--- src/core/plb_pkg.sv ---
// How it works
// - quad serial to copper at 1000: start and end 222 to 250 ns later
// - quad serial to copper at 100: start and end 506 to 614 ns
// - quad serial to copper at 10: start and end 3827 to 4644 ns
// - transmit depth 00 is minimum; steps add 8, 40 or 400 ns
// - quad to single serial: 156-232, 520-700, 4212-5472 ns
// - single to quad serial: 164-224, 472-636, 3804-5048 ns
// - loopback single to single serial: 252-336, 876-1172, 7548-10008 ns
// - loopback latencies only while crossover loopback bit is one
// - loopback copper to single serial: 404-484, 1048-1300, 8577-10583 ns
// - receive depth 00 is minimum; steps add speed-based time
// - at 1000 copper timing starts from the last of four pairs
// - copper receive drops dribble bits, so latency varies; here a dribble word is dropped whole and the latency stays fixed
package plb_pkg;

   // ---------------------------------------------------------------
   // clock and steps
   // ---------------------------------------------------------------
   localparam int CLK_NS        = 100;
   localparam int STEP_1000_NS  = 8;
   localparam int STEP_100_NS   = 40;
   localparam int STEP_10_NS    = 400;
   localparam int STAMP_W       = 8;
   localparam int FIFO_DEPTH    = 16;
   localparam int PAIRS         = 4;

   // ---------------------------------------------------------------
   // latency windows in ns
   // ---------------------------------------------------------------
   localparam int Q2CU_1000_MIN = 222;
   localparam int Q2CU_1000_MAX = 250;
   localparam int Q2CU_100_MIN  = 506;
   localparam int Q2CU_100_MAX  = 614;
   localparam int Q2CU_10_MIN   = 3827;
   localparam int Q2CU_10_MAX   = 4644;
   localparam int Q2S_1000_MIN  = 156;
   localparam int Q2S_1000_MAX  = 232;
   localparam int Q2S_100_MIN   = 520;
   localparam int Q2S_100_MAX   = 700;
   localparam int Q2S_10_MIN    = 4212;
   localparam int Q2S_10_MAX    = 5472;
   localparam int S2Q_1000_MIN  = 164;
   localparam int S2Q_1000_MAX  = 224;
   localparam int S2Q_100_MIN   = 472;
   localparam int S2Q_100_MAX   = 636;
   localparam int S2Q_10_MIN    = 3804;
   localparam int S2Q_10_MAX    = 5048;
   localparam int S2S_1000_MIN  = 252;
   localparam int S2S_1000_MAX  = 336;
   localparam int S2S_100_MIN   = 876;
   localparam int S2S_100_MAX   = 1172;
   localparam int S2S_10_MIN    = 7548;
   localparam int S2S_10_MAX    = 10008;
   localparam int CU2S_1000_MIN = 292;
   localparam int CU2S_100_MIN  = 620;
   localparam int CU2S_10_MIN   = 4817;
   localparam int CU2SL_1000_MIN = 404;
   localparam int CU2SL_1000_MAX = 484;
   localparam int CU2SL_100_MIN  = 1048;
   localparam int CU2SL_100_MAX  = 1300;
   localparam int CU2SL_10_MIN   = 8577;
   localparam int CU2SL_10_MAX   = 10583;

   // ---------------------------------------------------------------
   // modes
   // ---------------------------------------------------------------
   typedef enum logic [1:0] {
      PLB_SPD_10   = 2'b00,
      PLB_SPD_100  = 2'b01,
      PLB_SPD_1000 = 2'b10
   } plb_speed_e;

   typedef enum logic [2:0] {
      PLB_P_Q2CU = 3'b000,
      PLB_P_Q2S  = 3'b001,
      PLB_P_S2Q  = 3'b010,
      PLB_P_S2S  = 3'b011,
      PLB_P_CU2S = 3'b100
   } plb_path_e;

   // ---------------------------------------------------------------
   // latency in whole cycles, least time rounded up
   // ---------------------------------------------------------------
   function automatic logic [STAMP_W-1:0] plb_lat_cyc(
      input logic [2:0] path,
      input logic [1:0] spd,
      input logic       lpbk,
      input logic [1:0] txd,
      input logic [1:0] rxd);
      int base;
      int step;
      int depth;
      int cyc;
      base  = 0;
      step  = STEP_10_NS;
      depth = int'(txd);
      case (spd)
         PLB_SPD_1000: step = STEP_1000_NS;
         PLB_SPD_100:  step = STEP_100_NS;
         default:      step = STEP_10_NS;
      endcase
      case (path)
         PLB_P_Q2CU: base = (spd == PLB_SPD_1000) ? Q2CU_1000_MIN :
                            (spd == PLB_SPD_100)  ? Q2CU_100_MIN :
                                                    Q2CU_10_MIN;
         PLB_P_Q2S:  base = (spd == PLB_SPD_1000) ? Q2S_1000_MIN :
                            (spd == PLB_SPD_100)  ? Q2S_100_MIN :
                                                    Q2S_10_MIN;
         PLB_P_S2Q:  base = (spd == PLB_SPD_1000) ? S2Q_1000_MIN :
                            (spd == PLB_SPD_100)  ? S2Q_100_MIN :
                                                    S2Q_10_MIN;
         PLB_P_S2S:  base = (spd == PLB_SPD_1000) ? S2S_1000_MIN :
                            (spd == PLB_SPD_100)  ? S2S_100_MIN :
                                                    S2S_10_MIN;
         PLB_P_CU2S: begin
            depth = int'(rxd);
            if (lpbk) begin
               base = (spd == PLB_SPD_1000) ? CU2SL_1000_MIN :
                      (spd == PLB_SPD_100)  ? CU2SL_100_MIN :
                                              CU2SL_10_MIN;
            end else begin
               base = (spd == PLB_SPD_1000) ? CU2S_1000_MIN :
                      (spd == PLB_SPD_100)  ? CU2S_100_MIN :
                                              CU2S_10_MIN;
            end
         end
         default: base = 0;
      endcase
      cyc = (base + depth * step + CLK_NS - 1) / CLK_NS;
      if (cyc < 1) begin
         cyc = 1;
      end
      return cyc[STAMP_W-1:0];
   endfunction : plb_lat_cyc

endpackage : plb_pkg

--- src/core/plb_latency_top.sv ---
`timescale 1ns/1ps
module plb_latency_top #(
   parameter int DW = 8
) (
   input  wire logic          clk,
   input  wire logic          reset_n,
   input  wire logic [1:0]    speed_sel,
   input  wire logic [1:0]    tx_depth,
   input  wire logic [1:0]    rx_depth,
   input  wire logic          xover_loopback,
   input  wire logic [2:0]    path_sel,
   input  wire logic [DW-1:0] quad_serial_rx_in_data,
   input  wire logic          quad_serial_rx_in_valid,
   input  wire logic          quad_serial_rx_in_sop,
   input  wire logic          quad_serial_rx_in_eop,
   input  wire logic [DW-1:0] single_serial_rx_in_data,
   input  wire logic          single_serial_rx_in_valid,
   input  wire logic          single_serial_rx_in_sop,
   input  wire logic          single_serial_rx_in_eop,
   input  wire logic [DW-1:0] copper_rx_data,
   input  wire logic [3:0]    copper_rx_pair_valid,
   input  wire logic          copper_rx_sop,
   input  wire logic          copper_rx_eop,
   input  wire logic          copper_rx_dribble,
   output logic [DW-1:0]      copper_tx_data,
   output logic               copper_tx_valid,
   output logic               copper_tx_sop,
   output logic               copper_tx_eop,
   output logic [DW-1:0]      single_serial_tx_out_data,
   output logic               single_serial_tx_out_valid,
   output logic               single_serial_tx_out_sop,
   output logic               single_serial_tx_out_eop,
   output logic [DW-1:0]      quad_serial_tx_out_data,
   output logic               quad_serial_tx_out_valid,
   output logic               quad_serial_tx_out_sop,
   output logic               quad_serial_tx_out_eop,
   output logic               source_ready,
   output logic               path_refused,
   output logic               overflow
);
   localparam int SW = plb_pkg::STAMP_W;
   localparam int PW = plb_pkg::PAIRS;
   // word layout in the buffer: path, eop, sop, data, due time
   localparam int FW = 3 + 2 + DW + SW;
   localparam int IW = 2 + 2 + 2 + 1 + 3 + 2 * (DW + 3) + DW + PW + 3;

   // ---------------------------------------------------------------
   // input synchroniser
   // ---------------------------------------------------------------
   // every pin is double flopped; nothing reads the first stage
   logic [IW-1:0] sync1_reg;
   logic [IW-1:0] sync2_reg;
   wire  [IW-1:0] pins_in = {
      speed_sel, tx_depth, rx_depth, xover_loopback, path_sel,
      quad_serial_rx_in_data, quad_serial_rx_in_valid,
      quad_serial_rx_in_sop, quad_serial_rx_in_eop,
      single_serial_rx_in_data, single_serial_rx_in_valid,
      single_serial_rx_in_sop, single_serial_rx_in_eop,
      copper_rx_data, copper_rx_pair_valid,
      copper_rx_sop, copper_rx_eop, copper_rx_dribble};

   always_ff @(posedge clk or negedge reset_n) begin
      if (!reset_n) begin
         sync1_reg <= '0;
         sync2_reg <= '0;
      end else begin
         sync1_reg <= pins_in;
         sync2_reg <= sync1_reg;
      end
   end

   wire [1:0]    spd_s;
   wire [1:0]    txd_s;
   wire [1:0]    rxd_s;
   wire          lpbk_s;
   wire [2:0]    path_s;
   wire [DW-1:0] q_data_s;
   wire          q_valid_s;
   wire          q_sop_s;
   wire          q_eop_s;
   wire [DW-1:0] s_data_s;
   wire          s_valid_s;
   wire          s_sop_s;
   wire          s_eop_s;
   wire [DW-1:0] cu_data_s;
   wire [PW-1:0] cu_pv_s;
   wire          cu_sop_s;
   wire          cu_eop_s;
   wire          cu_drib_s;

   assign {spd_s, txd_s, rxd_s, lpbk_s, path_s,
           q_data_s, q_valid_s, q_sop_s, q_eop_s,
           s_data_s, s_valid_s, s_sop_s, s_eop_s,
           cu_data_s, cu_pv_s, cu_sop_s, cu_eop_s,
           cu_drib_s} = sync2_reg;

   // ---------------------------------------------------------------
   // time base
   // ---------------------------------------------------------------
   // wraps; due times stay within half the range so sign of age works
   logic [SW-1:0] now_reg;

   always_ff @(posedge clk or negedge reset_n) begin
      if (!reset_n) now_reg <= '0;
      else          now_reg <= now_reg + 1'b1;
   end

   // ---------------------------------------------------------------
   // copper pair deskew
   // ---------------------------------------------------------------
   // at 1000 a word counts only once all four pairs have delivered
   logic [PW-1:0] pair_seen_reg;
   logic [PW-1:0] pair_seen_next;
   wire  [PW-1:0] pairs_now = pair_seen_reg | cu_pv_s;
   wire           is_gig    = (spd_s == plb_pkg::PLB_SPD_1000);
   wire           cu_word   = is_gig ? (&pairs_now) : cu_pv_s[0];

   always_comb begin
      pair_seen_next = pair_seen_reg;
      if (!is_gig || (&pairs_now)) begin
         pair_seen_next = '0;
      end else begin
         pair_seen_next = pairs_now;
      end
   end

   always_ff @(posedge clk or negedge reset_n) begin
      if (!reset_n) pair_seen_reg <= '0;
      else          pair_seen_reg <= pair_seen_next;
   end

   // ---------------------------------------------------------------
   // source selection
   // ---------------------------------------------------------------
   wire from_quad = (path_s == plb_pkg::PLB_P_Q2CU) ||
                    (path_s == plb_pkg::PLB_P_Q2S);
   wire from_sgl  = (path_s == plb_pkg::PLB_P_S2Q) ||
                    (path_s == plb_pkg::PLB_P_S2S);
   wire from_cu   = (path_s == plb_pkg::PLB_P_CU2S);
   // single to single only exists with crossover loopback
   wire refuse    = ((path_s == plb_pkg::PLB_P_S2S) && !lpbk_s) ||
                    !(from_quad || from_sgl || from_cu);

   // dribble words never enter the buffer, so the frame shortens
   wire cu_keep = cu_word && !cu_drib_s;

   wire          src_valid = !refuse &&
                             ((from_quad && q_valid_s) ||
                              (from_sgl  && s_valid_s) ||
                              (from_cu   && cu_keep));
   wire [DW-1:0] src_data  = from_quad ? q_data_s :
                             from_sgl  ? s_data_s : cu_data_s;
   wire          src_sop   = from_quad ? q_sop_s :
                             from_sgl  ? s_sop_s : cu_sop_s;
   wire          src_eop   = from_quad ? q_eop_s :
                             from_sgl  ? s_eop_s : cu_eop_s;

   // ---------------------------------------------------------------
   // due time of each word
   // ---------------------------------------------------------------
   // depth steps are added as buffer residence time
   wire [SW-1:0] lat_cyc = plb_pkg::plb_lat_cyc(path_s,
                                                spd_s, lpbk_s,
                                                txd_s, rxd_s);
   wire [SW-1:0] due_in  = now_reg + lat_cyc;
   wire [FW-1:0] fifo_in = {path_s, src_eop, src_sop, src_data, due_in};

   // ---------------------------------------------------------------
   // elastic buffer
   // ---------------------------------------------------------------
   wire          fifo_in_ready;
   wire          fifo_out_valid;
   wire [FW-1:0] fifo_out;
   wire          head_due;

   plb_fifo #(
      .WIDTH (FW),
      .DEPTH (plb_pkg::FIFO_DEPTH)
   ) u_fifo (
      .clk       (clk),
      .reset_n   (reset_n),
      .in_valid  (src_valid),
      .in_ready  (fifo_in_ready),
      .in_data   (fifo_in),
      .out_valid (fifo_out_valid),
      .out_ready (head_due),
      .out_data  (fifo_out)
   );

   wire [2:0]    head_path = fifo_out[FW-1 -: 3];
   wire          head_eop  = fifo_out[DW+SW+1];
   wire          head_sop  = fifo_out[DW+SW];
   wire [DW-1:0] head_data = fifo_out[SW +: DW];
   wire [SW-1:0] head_due_t = fifo_out[SW-1:0];
   wire [SW-1:0] head_age  = now_reg - head_due_t;
   // the drain stalls until the head word has aged; the buffer fills
   assign head_due = fifo_out_valid && !head_age[SW-1];

   // ---------------------------------------------------------------
   // destination routing
   // ---------------------------------------------------------------
   wire to_cu   = head_due && (head_path == plb_pkg::PLB_P_Q2CU);
   wire to_quad = head_due && (head_path == plb_pkg::PLB_P_S2Q);
   wire to_sgl  = head_due && ((head_path == plb_pkg::PLB_P_Q2S) ||
                               (head_path == plb_pkg::PLB_P_S2S) ||
                               (head_path == plb_pkg::PLB_P_CU2S));

   // limitation: ready reaches the pins one cycle late, plus the
   // synchroniser, so a word landing on a full buffer is lost
   wire lost = src_valid && !fifo_in_ready;

   // ---------------------------------------------------------------
   // output registers
   // ---------------------------------------------------------------
   always_ff @(posedge clk or negedge reset_n) begin
      if (!reset_n) begin
         copper_tx_valid <= 1'b0;
         copper_tx_sop   <= 1'b0;
         copper_tx_eop   <= 1'b0;
         copper_tx_data  <= '0;
      end else begin
         copper_tx_valid <= to_cu;
         copper_tx_sop   <= to_cu && head_sop;
         copper_tx_eop   <= to_cu && head_eop;
         if (to_cu) copper_tx_data <= head_data;
      end
   end

   always_ff @(posedge clk or negedge reset_n) begin
      if (!reset_n) begin
         single_serial_tx_out_valid <= 1'b0;
         single_serial_tx_out_sop   <= 1'b0;
         single_serial_tx_out_eop   <= 1'b0;
         single_serial_tx_out_data  <= '0;
      end else begin
         single_serial_tx_out_valid <= to_sgl;
         single_serial_tx_out_sop   <= to_sgl && head_sop;
         single_serial_tx_out_eop   <= to_sgl && head_eop;
         if (to_sgl) single_serial_tx_out_data <= head_data;
      end
   end

   always_ff @(posedge clk or negedge reset_n) begin
      if (!reset_n) begin
         quad_serial_tx_out_valid <= 1'b0;
         quad_serial_tx_out_sop   <= 1'b0;
         quad_serial_tx_out_eop   <= 1'b0;
         quad_serial_tx_out_data  <= '0;
      end else begin
         quad_serial_tx_out_valid <= to_quad;
         quad_serial_tx_out_sop   <= to_quad && head_sop;
         quad_serial_tx_out_eop   <= to_quad && head_eop;
         if (to_quad) quad_serial_tx_out_data <= head_data;
      end
   end

   always_ff @(posedge clk or negedge reset_n) begin
      if (!reset_n) begin
         source_ready <= 1'b0;
         path_refused <= 1'b0;
         overflow     <= 1'b0;
      end else begin
         source_ready <= fifo_in_ready;
         path_refused <= refuse;
         overflow     <= lost;
      end
   end

endmodule : plb_latency_top

--- src/core/plb_fifo.sv ---
`timescale 1ns/1ps
module plb_fifo #(
   parameter int WIDTH = 8,
   parameter int DEPTH = 16
) (
   input  wire logic             clk,
   input  wire logic             reset_n,
   input  wire logic             in_valid,
   output logic                  in_ready,
   input  wire logic [WIDTH-1:0] in_data,
   output logic                  out_valid,
   input  wire logic             out_ready,
   output logic      [WIDTH-1:0] out_data
);
   localparam int AW = $clog2(DEPTH);

   logic [WIDTH-1:0] mem [DEPTH];
   logic [AW-1:0]    wr_ptr_reg;
   logic [AW-1:0]    rd_ptr_reg;
   logic [AW:0]      count_reg;
   wire              push = in_valid && in_ready;
   wire              pop  = out_valid && out_ready;

   // ---------------------------------------------------------------
   // flags
   // ---------------------------------------------------------------
   assign in_ready  = (count_reg != (AW+1)'(DEPTH));
   assign out_valid = (count_reg != '0);
   assign out_data  = mem[rd_ptr_reg];

   always_ff @(posedge clk) begin
      if (push) begin
         mem[wr_ptr_reg] <= in_data;
      end
   end

   always_ff @(posedge clk or negedge reset_n) begin
      if (!reset_n) begin
         wr_ptr_reg <= '0;
         rd_ptr_reg <= '0;
         count_reg  <= '0;
      end else begin
         if (push) wr_ptr_reg <= wr_ptr_reg + 1'b1;
         if (pop)  rd_ptr_reg <= rd_ptr_reg + 1'b1;
         if (push && !pop)      count_reg <= count_reg + 1'b1;
         else if (pop && !push) count_reg <= count_reg - 1'b1;
      end
   end
endmodule : plb_fifo

--- config.mk ---
export PLATFORM = sky130hd
export DESIGN_NAME = plb_latency_top
export DESIGN_NICKNAME = d
export VERILOG_FILES = /design/src/core/plb_pkg.sv /design/src/core/plb_latency_top.sv /design/src/core/plb_fifo.sv
export SDC_FILE = /design/constraint.sdc
export NUM_CORES = 1
export LEC_CHECK = 0
export BUFFER_PORTS_ARGS = -buffer_cell sky130_fd_sc_hd__buf_4
export CAP_MARGIN = 5
export CORE_UTILIZATION = 65
export CTS_BUF_LIST = sky130_fd_sc_hd__clkbuf_8
export DETAILED_ROUTE_END_ITERATION = 7
export HOLD_SLACK_MARGIN = 0.06
export PLACE_DENSITY_LB_ADDON = 0.2
export RECOVER_POWER = 25
export SETUP_SLACK_MARGIN = 0.1
export SLEW_MARGIN = 10
export SYNTH_ARGS = -nofsm -noshare
export SYNTH_HDL_FRONTEND = slang
export SYNTH_SLANG_ARGS = --single-unit
--- constraint.sdc ---
create_clock -name clk -period 30 [get_ports clk]
set_input_delay 1.5 -clock clk [delete_from_list [all_inputs] [get_ports clk]]
set_output_delay 1.5 -clock clk [all_outputs]
set_load 0.02 [all_outputs]
==> out/results.ini <==
[status]
outcome=finished, violations left
failed_checks=capacitance limit, slew limit

[worst_setup_path]
worstRegToRegCells=37
crit_type=register to register
cp_slowest_cell=clkbuf_1
cp_max_fo=52
required_ns=30.20
path_common_cell=ha_1
cp-start-kind=register
cpPeakStageDelay_ns=1.38
cp-end-kind=register
worstPathArrival_ns=12.61

[grt]
grt_overflow=0
grt_pass1_vias=12900
grt_start_max_net_pins=67
antenna_found_initial=0
grt_pass1_wl_um=71000
gr-usage-all-layers_pct=28.3

[timing]
tightest_slew_ns=2.08
post-route-period-util_pct=41.4
hold_viol=0
fin_skew_ns=0.0415
rsz0062_at_grt=false
tns_ns=0
report.final.slew_viol_count=127
slew_headroom_pct=-38.6
hold_ws_ns=0.338
max_freq_ghz=0.0806
finalCriticalPeriod_ns=12.41
setup_violations=0

[floorplan]
coreArea_mm2=0.0319
fp.dieW_um=183
rows=65
die_y_um=183
initial_core_util_pct=66.6
die_area_mm2=0.0334
pin_count=85

[cts]
path_clk_slew_ns=0.06
clkLatencyLatePin_ns=0.60
tritoncts=done
clock-sinks=491
cts_hold_buf=0
post_cts_buffers=0
cts_buffers=74
cts_root_buf=clkbuf_8
cts_resized=0
cts-htree-levels=3
clockBufferDepth=3

[logic_synthesis]
synth.cell_area_mm2=0.0212
ys_seq_area_share_pct=65.8
synth_area_per_cell_um2=14.6
synth_edf_count=336
synth.top_cells.by_area=edfxtp_1 48%, dfrtp_1 18%, mux4_2 4.8%, mux2i_1 3.9%, ha_1 2.8%
ys_ff_latch=491
netlist.area_leader.share_pct=47.5
ys.flop_type=edfxtp_1
ys_warn_count=0
synthArstFlopShare_pct=31.6
syn-instance-count=1451
yosysTopAreaCell=edfxtp_1
synth_cell_type_count=92
syn_nets=1554

[route]
drt-initial-drc-count=1306
first_pass_iters=6
antenna_left=0
drc=0
vias_per_cell=6.26
finalWirelength_um=45400
wl_per_cell_um=22.0
via_count=12900

[placement]
place_congestion=0.834
port_buffers=84
dp_hpwl_um=26900

[power_and_ir_drop]
ir_drop_mv=0.104
p_leak_nw=9.07
powerDensity_mw_per_mm2=115

[finish]
n_antenna_cell=0
largest_register_ff_count=336
nets=1675
drive_gt1_share_pct=19.3
area_delta_synth_final_pct=11.8

[worst_hold_path]
hold_class=register to register
holdPathStages=0

[flow_run]
maxCapViolations=3

-- stage by stage --
| step | instance area [um^2] | setup slack, ns | cells | total power [mW] | util [%] |
|---|---|---|---|---|---|
| 2_1_floorplan | 21200 | 20.18 | 1451 | 1.89 | - |
| 3_3_place_gp | 22400 | 19.22 | 1931 | 2.19 | 70.3 |
| 3_5_place_dp | 22400 | 18.77 | 1931 | 2.23 | 70.3 |
| 4_1_cts | 23800 | 18.70 | 2063 | 2.72 | 74.5 |
| 5_1_grt | 23700 | 16.76 | 2063 | 2.89 | 74.4 |
| 6_report | 23700 | 17.59 | 2063 | 2.73 | 74.4 |
-- area by class of cell --
class / count / area, um^2
clock buffer: 79 / 1090
clock inverter: 53 / 235
fill: 1996 / 8150
inverter: 40 / 150
multi-input combinational: 851 / 6920
sequential: 491 / 14000
tap: 435 / 544
timing repair buffer: 114 / 826
-- critical path: cells and delay by family, from the launching register on --
family	cells	cell delay [ns]
xor+xnor	1	0.86
mux	3	0.83
fa+ha+maj	6	1.64
buf+inv	4	1.61
simple gates	9	3.64
compound gates	14	3.08
flops	1	0.32
-- metal layers --
metal | GRT usage [%] | part of all wire (%) | vias to the layer above
li1 | - | - | 5835
met1 | 40.5 | 42 | 6369
met2 | 45.4 | 49 | 613
met3 | 4.39 | 7.5 | 92
met4 | 8.97 | 2.2 | 0
met5 | 0 | 0 | -
-- cells in the final DEF (no fill, tap or decap), types with 45 or more instances in the layout --
cell      instances
mux4_2           45
mux2i_1          82
dfrtp_1         153
edfxtp_1        336
clkbuf_8         79
nand2_1          81
ha_1             48
o21ai_0          67
nor2_1           74
inv_1            63
clkbuf_4         47
a21oi_1          64
buf_4            59
-- synthesized netlist by cell type (33+ instances only) --
| library cell | number |
|---|---|
| nor2_1 | 82 |
| clkbuf_1 | 51 |
| xnor2_1 | 33 |
| edfxtp_1 | 336 |
| a21oi_1 | 64 |
| mux4_2 | 45 |
| ha_1 | 48 |
| mux2i_1 | 82 |
| inv_1 | 38 |
| o21ai_0 | 67 |
| nand2_1 | 81 |
| dfrtp_1 | 155 |
-- cell families (layout without fill, tap and decap cells) --
family	count (synthesis)	count (layout)	share of synthesized area, %
simple gates	278	278	6.24
mux	156	156	10.2
xor+xnor	46	46	1.93
fa+ha+maj	57	57	3.54
buf+inv	109	286	2.04
compound gates	314	314	10.2
flops	491	491	65.8
-- power by group --
| part | internal (mW) | switching, mW | leakage [nW] |
|---|---|---|---|
| clock | 0.244 | 0.246 | 0.765 |
| combinational | 0.429 | 0.770 | 3.43 |
| sequential | 1.00 | 0.0425 | 4.87 |
| total | 1.67 | 1.06 | 9.07 |
-- final timing paths --
kind	from	slack, ns	end
min in group asynchronous	reset_n	1.38	quad_serial_tx_out_data[3]$_DFFE_PN0P_
worst max register to register	sync2_reg[39]$_DFF_PN0_	17.59	u_fifo.mem[6][6]$_DFFE_PP_
worst min-delay path	sync1_reg[25]$_DFF_PN0_	0.34	sync2_reg[25]$_DFF_PN0_
worst max-delay path	sync2_reg[39]$_DFF_PN0_	17.59	u_fifo.mem[6][6]$_DFFE_PP_
worst min register to register	sync1_reg[25]$_DFF_PN0_	0.34	sync2_reg[25]$_DFF_PN0_
max in group asynchronous	reset_n	26.27	sync1_reg[14]$_DFF_PN0_
Power figures use the tool's default switching activity.
